File: config.mk
export PLATFORM = sky130hd
export DESIGN_NAME = cob_host
export DESIGN_NICKNAME = d
export VERILOG_FILES = /design/src/core/cob_pkg.sv /design/src/core/cob_host.sv
export SDC_FILE = /design/constraint.sdc
export NUM_CORES = 1
export LEC_CHECK = 0
export ABC_CLOCK_PERIOD_IN_PS = 3400
export BUFFER_PORTS_ARGS = -buffer_cell sky130_fd_sc_hd__buf_2
export CORE_ASPECT_RATIO = 0.8
export CORE_UTILIZATION = 61
export CTS_BUF_LIST = sky130_fd_sc_hd__clkbuf_8
export CTS_CLUSTER_DIAMETER = 200
export CTS_CLUSTER_SIZE = 12
export DETAILED_ROUTE_END_ITERATION = 8
export PLACE_DENSITY = 0.85
export RECOVER_POWER = 100
export SLEW_MARGIN = 15
export SYNTH_ARGS = -nofsm -noshare
export SYNTH_HDL_FRONTEND = slang
export SYNTH_SLANG_ARGS = --single-unit
File: constraint.sdc
create_clock -name i_sys_clk -period 3.4 [get_ports i_sys_clk]
set_clock_uncertainty 0.15 [all_clocks]
set_input_delay 0.34 -clock i_sys_clk [delete_from_list [all_inputs] [get_ports i_sys_clk]]
set_output_delay 0.34 -clock i_sys_clk [all_outputs]
set_load 0.02 [all_outputs]
File: src/core/cob_pkg.sv
// Shared constants and types for the CANopen identifier master.
// Assumes a single 250 MHz system clock; nothing here is clocked.
package cob_pkg;

  // ---------------------------------------------------------------
  // Identifier layout
  // ---------------------------------------------------------------
  localparam int COB_ID_W = 11;
  localparam int COB_FC_W = 4;
  localparam int COB_NODE_W = 7;
  localparam int COB_FC_LSB = 7;
  localparam int COB_NUM_KIND = 14;

  // Object kinds, used as table index
  typedef enum logic [3:0] {
    K_NMT = 4'h0, K_SYNC = 4'h1, K_EMCY = 4'h2,
    K_TPDO1 = 4'h3, K_RPDO1 = 4'h4, K_TPDO2 = 4'h5, K_RPDO2 = 4'h6,
    K_TPDO3 = 4'h7, K_RPDO3 = 4'h8, K_TPDO4 = 4'h9, K_RPDO4 = 4'ha,
    K_SDO_TX = 4'hb, K_SDO_RX = 4'hc, K_GUARD = 4'hd
  } cob_kind_t;

  // Function codes per kind, entry index equals the kind
  localparam logic [COB_NUM_KIND*4-1:0] COB_FC_TAB = 56'he_c_b_a_9_8_7_6_5_4_3_1_0_0;
  // Shared identifiers that carry no node address
  localparam logic [10:0] COB_ID_NMT = 11'h000;
  localparam logic [10:0] COB_ID_SYNC = 11'h080;
  // Kinds that the node sends and this master receives
  localparam logic [13:0] COB_RX_MASK = 14'h2_aac;
  // Lowest and highest legal node address
  localparam logic [6:0] COB_NODE_MIN = 7'h01;
  localparam logic [6:0] COB_NODE_MAX = 7'h7f;

  // ---------------------------------------------------------------
  // Frame payload lengths in bytes
  // ---------------------------------------------------------------
  localparam logic [3:0] COB_LEN_NMT = 4'h2;
  localparam logic [3:0] COB_LEN_SYNC = 4'h0;
  localparam logic [3:0] COB_LEN_PDO = 4'h4;
  localparam logic [3:0] COB_LEN_SDO = 4'h4;

  // ---------------------------------------------------------------
  // Timing
  // ---------------------------------------------------------------
  localparam int COB_CLK_MHZ = 250;
  localparam int COB_SYNC_PERIOD_US = 1000;
  localparam int COB_GUARD_TIMEOUT_US = 100000;
  localparam int COB_SYNC_CYC = COB_SYNC_PERIOD_US * COB_CLK_MHZ;
  localparam int COB_GUARD_CYC = COB_GUARD_TIMEOUT_US * COB_CLK_MHZ;

  // Default identifier of a kind for a node address
  function automatic logic [10:0] cob_default_id(input cob_kind_t k, input logic [6:0] node);
    logic [3:0] fc;
    fc = COB_FC_TAB[k*4 +: 4];
    if (k == K_NMT) cob_default_id = COB_ID_NMT;
    else if (k == K_SYNC) cob_default_id = COB_ID_SYNC;
    else cob_default_id = {fc, node};
  endfunction : cob_default_id

endpackage : cob_pkg

File: src/core/cob_host.sv
// CANopen master side: builds identifiers of outgoing frames and sorts
// incoming frames from one slave node by object kind.
// Assumes a CAN controller on the same clock with a valid/ready transmit
// port and a one-cycle receive strobe.
//
// How it works
// - Identifiers are eleven bits wide
// - Bits ten to seven hold function code
// - Bits six to zero hold node address
// - NMT uses zero, SYNC uses 80h
// - PDO1 transmit 0011, receive 0100
// - PDO2 transmit 0101, receive 0110
// - PDO3 transmit 0111, receive 1000
// - PDO4 transmit 1001, receive 1010
// - SDO response 1011, request 1100
// - Identifiers are reprogrammable, matched from table
// - SDO request states index and sub-index
// - PDO outranks SDO in arbitration
// - PDO carries mapped data, no index
// - SYNC producer sends SYNC periodically
// - Master commands state, node shows alive
`timescale 1ns/1ns
module cob_host
  import cob_pkg::*;
#(
  parameter int unsigned SYNC_CYC = COB_SYNC_CYC,
  parameter int unsigned GUARD_CYC = COB_GUARD_CYC
) (
  // Clock and reset
  input wire logic i_sys_clk,
  input wire logic i_resetn,
  // Identifier configuration
  input wire logic i_cfg_load_dflt,
  input wire logic [6:0] i_node_addr,
  input wire logic i_cfg_wr,
  input wire logic [3:0] i_cfg_kind,
  input wire logic [10:0] i_cfg_id,
  output logic o_addr_err,
  // Requests to send
  input wire logic i_sync_en,
  input wire logic i_nmt_req,
  input wire logic [7:0] i_nmt_cmd,
  input wire logic i_pdo_req,
  input wire logic [1:0] i_pdo_num,
  input wire logic [31:0] i_pdo_data,
  input wire logic i_sdo_req,
  input wire logic [7:0] i_sdo_cmd,
  input wire logic [15:0] i_sdo_index,
  input wire logic [7:0] i_sdo_sub,
  // Transmit port to the CAN controller
  output logic o_tx_valid,
  input wire logic i_tx_ready,
  output logic [10:0] o_tx_id,
  output logic [3:0] o_tx_len,
  output logic [31:0] o_tx_data,
  // Receive port from the CAN controller
  input wire logic i_rx_valid,
  input wire logic [10:0] i_rx_id,
  output logic o_rx_hit,
  output logic [3:0] o_rx_kind,
  output logic o_emcy_evt,
  output logic o_node_lost
);

  // ---------------------------------------------------------------
  // Identifier table
  // ---------------------------------------------------------------
  typedef enum logic [1:0] {ST_IDLE = 2'b01, ST_SEND = 2'b10} cob_state_t;

  logic [10:0] cob_id_r [COB_NUM_KIND];
  logic [10:0] cob_id_nxt [COB_NUM_KIND];
  logic addr_err_r, addr_err_nxt;
  logic addr_ok;

  assign addr_ok = (i_node_addr >= COB_NODE_MIN) && (i_node_addr <= COB_NODE_MAX);

  // Load defaults or one programmed value
  always_comb begin
    addr_err_nxt = addr_err_r;
    for (int k = 0; k < COB_NUM_KIND; k++) begin
      cob_id_nxt[k] = cob_id_r[k];
      if (i_cfg_load_dflt && addr_ok) begin
        cob_id_nxt[k] = cob_default_id(cob_kind_t'(k), i_node_addr);
      end
      if (i_cfg_wr && (i_cfg_kind == 4'(k))) begin
        cob_id_nxt[k] = i_cfg_id;
      end
    end
    if (i_cfg_load_dflt) begin
      addr_err_nxt = !addr_ok;
    end
  end

  // Register the table
  always_ff @(posedge i_sys_clk) begin
    if (!i_resetn) begin
      for (int k = 0; k < COB_NUM_KIND; k++) cob_id_r[k] <= 11'h000;
      addr_err_r <= 1'b0;
    end else begin
      for (int k = 0; k < COB_NUM_KIND; k++) cob_id_r[k] <= cob_id_nxt[k];
      addr_err_r <= addr_err_nxt;
    end
  end

  // ---------------------------------------------------------------
  // SYNC period divider
  // ---------------------------------------------------------------
  logic [31:0] sync_cnt_r, sync_cnt_nxt;
  logic sync_tick;

  // Count one period, tick once per period
  always_comb begin
    sync_tick = 1'b0;
    sync_cnt_nxt = sync_cnt_r + 32'h0000_0001;
    if (!i_sync_en) begin
      sync_cnt_nxt = 32'h0000_0000;
    end else if (sync_cnt_r >= SYNC_CYC - 1) begin
      sync_cnt_nxt = 32'h0000_0000;
      sync_tick = 1'b1;
    end
  end

  always_ff @(posedge i_sys_clk) begin
    if (!i_resetn) sync_cnt_r <= 32'h0000_0000;
    else sync_cnt_r <= sync_cnt_nxt;
  end

  // ---------------------------------------------------------------
  // Transmit arbitration and frame build
  // ---------------------------------------------------------------
  // Pending bits: 3 NMT, 2 SYNC, 1 PDO, 0 SDO
  logic [3:0] pend_r, pend_nxt, pend_set, pend_clr;
  cob_state_t state_r, state_nxt;
  cob_kind_t tx_kind_r, tx_kind_nxt;
  logic tx_valid_r, tx_valid_nxt;
  logic [10:0] tx_id_r, tx_id_nxt;
  logic [3:0] tx_len_r, tx_len_nxt;
  logic [31:0] tx_data_r, tx_data_nxt;
  logic [7:0] nmt_cmd_r, nmt_cmd_nxt;
  logic [1:0] pdo_num_r, pdo_num_nxt;
  logic [31:0] pdo_data_r, pdo_data_nxt;
  logic [31:0] sdo_word_r, sdo_word_nxt;
  cob_kind_t pdo_kind;

  assign pend_set = {i_nmt_req, sync_tick, i_pdo_req, i_sdo_req};
  assign pdo_kind = cob_kind_t'(4'(K_RPDO1) + 4'({pdo_num_r, 1'b0}));

  // Choose highest pending kind and drive the frame
  always_comb begin
    state_nxt = state_r;
    pend_clr = 4'h0;
    tx_kind_nxt = tx_kind_r;
    tx_valid_nxt = tx_valid_r;
    tx_id_nxt = tx_id_r;
    tx_len_nxt = tx_len_r;
    tx_data_nxt = tx_data_r;
    nmt_cmd_nxt = i_nmt_req ? i_nmt_cmd : nmt_cmd_r;
    pdo_num_nxt = i_pdo_req ? i_pdo_num : pdo_num_r;
    pdo_data_nxt = i_pdo_req ? i_pdo_data : pdo_data_r;
    sdo_word_nxt = i_sdo_req ? {i_sdo_sub, i_sdo_index, i_sdo_cmd} : sdo_word_r;
    case (state_r)
      ST_IDLE: begin
        if (pend_r != 4'h0) begin
          state_nxt = ST_SEND;
          tx_valid_nxt = 1'b1;
          if (pend_r[3]) begin
            pend_clr = 4'h8;
            tx_kind_nxt = K_NMT;
            tx_id_nxt = cob_id_r[K_NMT];
            tx_len_nxt = COB_LEN_NMT;
            tx_data_nxt = {16'h0000, 1'b0, i_node_addr, nmt_cmd_r};
          end else if (pend_r[2]) begin
            pend_clr = 4'h4;
            tx_kind_nxt = K_SYNC;
            tx_id_nxt = cob_id_r[K_SYNC];
            tx_len_nxt = COB_LEN_SYNC;
            tx_data_nxt = 32'h0000_0000;
          end else if (pend_r[1]) begin
            pend_clr = 4'h2;
            tx_kind_nxt = pdo_kind;
            tx_id_nxt = cob_id_r[pdo_kind];
            tx_len_nxt = COB_LEN_PDO;
            tx_data_nxt = pdo_data_r;
          end else begin
            pend_clr = 4'h1;
            tx_kind_nxt = K_SDO_RX;
            tx_id_nxt = cob_id_r[K_SDO_RX];
            tx_len_nxt = COB_LEN_SDO;
            tx_data_nxt = sdo_word_r;
          end
        end
      end
      ST_SEND: begin
        if (i_tx_ready) begin
          tx_valid_nxt = 1'b0;
          state_nxt = ST_IDLE;
        end
      end
      default: begin
        state_nxt = ST_IDLE;
        tx_valid_nxt = 1'b0;
      end
    endcase
    pend_nxt = (pend_r & ~pend_clr) | pend_set; // Set wins over clear
  end

  always_ff @(posedge i_sys_clk) begin
    if (!i_resetn) begin
      state_r <= ST_IDLE;
      pend_r <= 4'h0;
      tx_kind_r <= K_NMT;
      tx_valid_r <= 1'b0;
      tx_id_r <= 11'h000;
      tx_len_r <= 4'h0;
      tx_data_r <= 32'h0000_0000;
      nmt_cmd_r <= 8'h00;
      pdo_num_r <= 2'h0;
      pdo_data_r <= 32'h0000_0000;
      sdo_word_r <= 32'h0000_0000;
    end else begin
      state_r <= state_nxt;
      pend_r <= pend_nxt;
      tx_kind_r <= tx_kind_nxt;
      tx_valid_r <= tx_valid_nxt;
      tx_id_r <= tx_id_nxt;
      tx_len_r <= tx_len_nxt;
      tx_data_r <= tx_data_nxt;
      nmt_cmd_r <= nmt_cmd_nxt;
      pdo_num_r <= pdo_num_nxt;
      pdo_data_r <= pdo_data_nxt;
      sdo_word_r <= sdo_word_nxt;
    end
  end

  // ---------------------------------------------------------------
  // Receive classification and node watchdog
  // ---------------------------------------------------------------
  logic any_hit;
  logic [3:0] hit_kind;
  logic rx_hit_r, rx_hit_nxt;
  logic [3:0] rx_kind_r, rx_kind_nxt;
  logic emcy_r, emcy_nxt;
  logic lost_r, lost_nxt;
  logic [31:0] guard_cnt_r, guard_cnt_nxt;

  // Match against node-sent kinds only
  always_comb begin
    any_hit = 1'b0;
    hit_kind = 4'h0;
    for (int k = 0; k < COB_NUM_KIND; k++) begin
      if (COB_RX_MASK[k] && (i_rx_id == cob_id_r[k])) begin
        any_hit = 1'b1;
        hit_kind = 4'(k);
      end
    end
    rx_hit_nxt = i_rx_valid && any_hit;
    rx_kind_nxt = rx_hit_nxt ? hit_kind : rx_kind_r;
    emcy_nxt = rx_hit_nxt && (hit_kind == K_EMCY);
    guard_cnt_nxt = guard_cnt_r;
    lost_nxt = lost_r;
    if (rx_hit_nxt && (hit_kind == K_GUARD)) begin
      guard_cnt_nxt = 32'h0000_0000;
      lost_nxt = 1'b0;
    end else if (guard_cnt_r >= GUARD_CYC - 1) begin
      lost_nxt = 1'b1;
    end else begin
      guard_cnt_nxt = guard_cnt_r + 32'h0000_0001;
    end
  end

  always_ff @(posedge i_sys_clk) begin
    if (!i_resetn) begin
      rx_hit_r <= 1'b0;
      rx_kind_r <= 4'h0;
      emcy_r <= 1'b0;
      lost_r <= 1'b0;
      guard_cnt_r <= 32'h0000_0000;
    end else begin
      rx_hit_r <= rx_hit_nxt;
      rx_kind_r <= rx_kind_nxt;
      emcy_r <= emcy_nxt;
      lost_r <= lost_nxt;
      guard_cnt_r <= guard_cnt_nxt;
    end
  end

  // Outputs straight from flops
  assign o_addr_err = addr_err_r;
  assign o_tx_valid = tx_valid_r;
  assign o_tx_id = tx_id_r;
  assign o_tx_len = tx_len_r;
  assign o_tx_data = tx_data_r;
  assign o_rx_hit = rx_hit_r;
  assign o_rx_kind = rx_kind_r;
  assign o_emcy_evt = emcy_r;
  assign o_node_lost = lost_r;
endmodule : cob_host

Yosys cells after proc, flatten, opt, wreduce, memory -nomap -nowiden
Memories as Yosys holds them, arrays and structs flattened. Cells that the tools add are included.

Multipliers: 0. Reductions and logical operators: 33. Divide/modulo/power cells: 0. Muxes and demuxes: 79. Equal/unequal tests: 33. Magnitude comparators: 4. Shift-type cells: 0. Bitwise gates (word level): 19. $add $sub $neg: 3.

Operators by type and width (count): two-way mux 11 bit (45); two-way mux 32 bit (3); == test 11 bit (7); adder 32 x 1 -> 32 bit, second input constant (2); two-way mux 4 bit (9); greater-or-equal comparator 32 x 18 -> 1 bit, second input constant (1); greater-or-equal comparator 32 x 25 -> 1 bit, second input constant (1); == test 4 bit, second input constant (7); logical AND 1 bit (19); != test 2 bit, second input constant (9); AND reduction 2 bit (9); == test 4 x 3 -> 1 bit, second input constant (4); OR 1 bit (14); two-way mux 1 bit (13); == test 4 x 2 -> 1 bit, second input constant (3); two-way mux 3 bit (3); two-way mux 2 bit (4); greater-or-equal comparator 7 x 1 -> 1 bit, second input constant (1); <= comparator 7 bit, second input constant (1); adder 3 x 3 -> 4 bit, first input constant (1); AND 4 bit (1); == test 4 x 1 -> 1 bit, second input constant (1); zero test 4 bit (1); NOT 4 bit (1); other kinds (10) (11).

Latch bits: 0. Logic and storage cells: 189. Memory bits (read-only): 0. Register bits after elaboration: 200. Memories: 1. RAM bits: 154. Output and inout bits: 56.

Memory list: cob_id_r (depth 14, width 11, rd ports 11, clocked after memory_dff 0, wr ports 14, line cob_host.sv:70) `logic [10:0] cob_id_r [COB_NUM_KIND];`.

Depth between registers and ports, before layout
An unclocked memory read counts as a cell.

Depth after elaboration: 12. Mapped depth: 8.

Worst setup path before layout
Ideal clock, no wire load.

Path type: input port to flip-flop. From: in i_node_addr[3]. To: mem cob_id_r[8][0], enable pin. Data arrival time: 2.036 ns. Slack: 0.849 ns. Cell stages on the path: 4. Path through: or4_1 o41ai_2 clkbuf_1 nand3_1.

RTL lines: start: declaration (line cob_host.sv:34) `input wire logic [6:0] i_node_addr,`; end: declaration (line cob_host.sv:70).

Final worst setup path
From: reg pend_r[2]. To: reg tx_data_r[29], in the netlist o_tx_data[29].

Word-level cells in the longest chain between the ends: 2. Elaborated cells between the ends (all ways): 4. Those cells by class: mux: 2; reduce/logical: 2.

Ends and longest elaborated chain: start: declaration (line cob_host.sv:132) `logic [3:0] pend_r, pend_nxt, pend_set, pend_clr;`; start signal: assignment (line cob_host.sv:222) `pend_r <= pend_nxt;`; nonzero test 4 bit / two-way mux 32 bit (equally long branches) (line cob_host.sv:163, cob_host.sv:172); AND reduction 2 bit (no line) / two-way mux 32 bit (equally long branches); end signal: assignment (line cob_host.sv:227) `tx_data_r <= tx_data_nxt;`; end: declaration (line cob_host.sv:138) `logic [31:0] tx_data_r, tx_data_nxt;`.

Several ways; a longest one is shown, not always the timed one. A chain may end at the register's enable or synchronous reset.

==> qor.txt <==
share of layout cells above drive strength 1 - 0.121
CP max-delay cell - nand2_1
global route overflow - 0
die width - 182 um
#FFs+latches synth - 351
First-pass DRT Iterations - 5
Least-Margin Pin Slew - 2.01 ns
area grow syn2layout - 13.5%
post-cts repair resize count - 0
clock sinks - 351
Leak - 6.86 nW
clock buffers created by TritonCTS - 35
Synth Instances - 1,650
vias in the first global route - 12,700
std cell rows - 52
crit path DAT - 3.37 ns
Yosys cell types - 57
max_cap viols - 1
worst r2r src - pend_r[2]
post-synthesis mux area share - 0.119
largest net degree at the start of global routing - 120
Via Count - 13,200
power share of the clock group - 0.287
post-DP HPWL - 26.2 mm
post-synthesis compound-gate area fraction - 0.142
r2r setup slk - 0.35 ns
Mapped Area - 15,800 sq um
largest cells by area after synthesis - dfxtp_1 (39%), edfxtp_1 (8.4%), mux2i_1 (8.0%)
outcome - complete, but fails checks
Req. time, crit path - 3.72 ns
Sw Pwr - 2.33 mW
sequential-to-total area share from yosys stat - 0.474
Filler cells - 1,841
initial DRC count - 1,280
Comb power frac - 0.156
WL final - 43.5 mm
Max-slew headroom - -0.339
CTS H-tree lvls - 2
launch point of the worst hold path - i_tx_ready
XOR/XNOR Fraction of Synth Area - 0.0600
violated checks - max-capacitance violations, max-slew violations
# setup viols final - 0
HP Class - in2reg
clock buffer depth - 3
Power, Total - 8.23 mW
hold endpoint - state_r[0]
FFs w/ async S/R, synth - 0
final hold vios - 0
crit path max fanout - 24
Net count, final - 1,948
Yosys warning total - 0
period utilisation layout - 0.896
internal power component - 5.90 mW
die area - 26,500 sq um
Ports - 173
DRC viols - 0
pwr/cell area - 461 nW/um^2
Switching Share - 0.283
RSZ-0062 raised after global routing - false
main combinational cell family by area after synthesis - simple AND/OR/NAND/NOR gates
gpl congestion - 0.889
Synth top area share - 0.390
worst path cell trace - buf_4 -> nor2_1 -> clkbuf_1 -> nand2_1 -> nand2_1 -> buf_4 -> a22oi_1 -> nor2b_1
routed len/inst - 20.1 um
simple-gate share of the synthesized area - 0.166
max incr delay on CP - 0.75 ns
CTS tree - done
Final min period - 3.05 ns
remaining antenna violation count - 0
Hold Path Depth - 3
initial antenna violation count - 1
GRT Total Usage - 0.324
Post-Synth Adder-Cell Area - 0.00159
max-slew violations - 62
vias per cell - 6.12
core area - 25,300 sq um
syn avg cell area - 9.55 sq um
first-pass GRT wire length - 68.6 mm
Crit. End Element - register
Top FF cell, synth - dfxtp_1
CP Launch Type - register
hold_buf cts - 75
number of buffers added on ports - 170
CTS clk-pin slew, worst paths - 0.08 ns
most area-hungry cell type in the Yosys netlist - dfxtp_1
EDFF count, synth - 44
r2r endpoint - o_tx_data[29]
CTS Root Cell - clkbuf_8
Initial Util - 0.623
Fmax - 328 MHz
Max VDD drop - 0.298 mV
sequential power share - 0.558
kind of critical path - reg2reg
clk_lat worst skew - 0.55 ns
Setup Fix Bufs, Post-CTS - 0
setup TNS - 0 ns
die span in y - 146 um
Worst R2R Path Depth - 8
[final cells by class]
class	count	area (sq um)	area share
clock buffer	35	482	0.0269
timing repair buffer	266	1690	0.0943
sequential	351	7470	0.418
clock inverter	9	45.0	0.00252
antenna	1	2.50	0.000140
inverter	12	45.0	0.00252
multi-input combinational	1163	7750	0.433
tap	324	405	0.0227
[worst max-delay path, delay by kind of cell, from the launching register on]
family / cells / cell delay (ns)
AOI/OAI and AO/OA: 1 / 0.11
and+or+nand+nor: 4 / 1.12
DFF: 1 / 0.31
buffers and inverters: 3 / 1.28
[synth_stat cells, types with 3 or more instances]
cell,number
dfxtp_1,307
a21oi_1,142
mux2i_1,126
clkbuf_1,124
nor2b_1,124
o21ai_0,106
nand2_1,102
nor2_1,85
nand3_1,66
xnor2_1,64
edfxtp_1,44
xor2_1,44
a21boi_0,40
mux2_2,32
and2_1,31
nand4_1,21
a22oi_1,18
nor3b_1,17
a221oi_1,16
nor3_1,16
nor4_1,14
inv_1,12
mux4_2,11
and3_1,10
buf_1,10
a211oi_1,8
o21a_1,6
or2_2,6
o221a_2,5
a2111oi_0,4
and4_1,3
buf_2,3
or4_1,3
[metal layers]
| layer | global-route usage | vias up | routed length [um] |
|---|---|---|---|
| li1 | - | 6092 | - |
| met1 | 0.444 | 6278 | 17800 |
| met2 | 0.509 | 714 | 20000 |
| met3 | 0.0658 | 136 | 4250 |
| met4 | 0.119 | 0 | 1430 |
| met5 | 0 | - | 0 |
[kinds of logic after synthesis]
| group | Yosys count |
|---|---|
| AND/OR/NAND/NOR | 504 |
| AO/OA/AOI/OAI | 363 |
| flip-flops | 351 |
| multiplexers | 170 |
| buffers and inverters | 151 |
| XOR/XNOR | 108 |
| adder cells (fa/ha/maj) | 2 |
| other | 1 |
[cells in the final DEF, fill, tap and decap left out, types with 19 or more instances in the layout]
cell type / instances
edfxtp_1: 44
nand4_1: 21
a21boi_0: 40
a21oi_1: 142
clkbuf_8: 35
mux2i_1: 126
and2_1: 20
buf_2: 113
nand2_1: 102
inv_1: 19
nor2_1: 85
xnor2_1: 64
mux2_2: 32
o21ai_0: 106
nor2b_1: 124
dlygate4sd3_1: 75
nand3_1: 66
dfxtp_1: 306
clkbuf_1: 65
xor2_1: 44
[flip-flops by register name (all words and copies together), names as in the netlist, 4 cells and up]
signal and flops:
pdo_data_r 32, o_tx_data 32, pend_r 4, sync_cnt_r 32
cob_id_r 154, o_tx_id 11, guard_cnt_r 32, sdo_word_r 32
nmt_cmd_r 8, o_rx_kind 4
[per-stage QoR]
stage / worst slack [ns] / utilization / hold WS (ns) / std cells / area [sq um]
final: 0.355 / 0.706 / 0.0446 / 2161 / 17900
after global routing: 0.266 / 0.706 / 0.0536 / 2161 / 17900
after CTS: 0.740 / 0.712 / 0.0232 / 2160 / 18000
after detailed placement: 0.682 / 0.662 / 0.295 / 2041 / 16700
after global placement: 0.729 / 0.662 / 0.291 / 2041 / 16700
after floorplan: 0.849 / - / 0.280 / 1665 / 15800
[worst max-delay path by stage]
stage,startpoint,to,slack (ns)
2_1_floorplan,i_node_addr[3],cob_id_r[8][0],0.85
3_3_place_gp,i_node_addr[3],cob_id_r[8][5],0.73
3_5_place_dp,i_node_addr[3],cob_id_r[4][1],0.68
4_1_cts,guard_cnt_r[6],guard_cnt_r[19],0.74
5_1_grt,pend_r[2],o_tx_data[25],0.27
6_report,pend_r[2],o_tx_data[29],0.35
[power groups by stage]
stage / sequential (mW) / combinational (mW) / clock (mW)
floorplan: 4.70 / 0.740 / 0
global placement: 4.66 / 1.14 / 0
detailed placement: 4.67 / 1.18 / 0
CTS: 4.58 / 1.26 / 2.35
global route: 4.61 / 1.37 / 2.54
finish: 4.59 / 1.28 / 2.36
(Power assumes the default switching activity.)
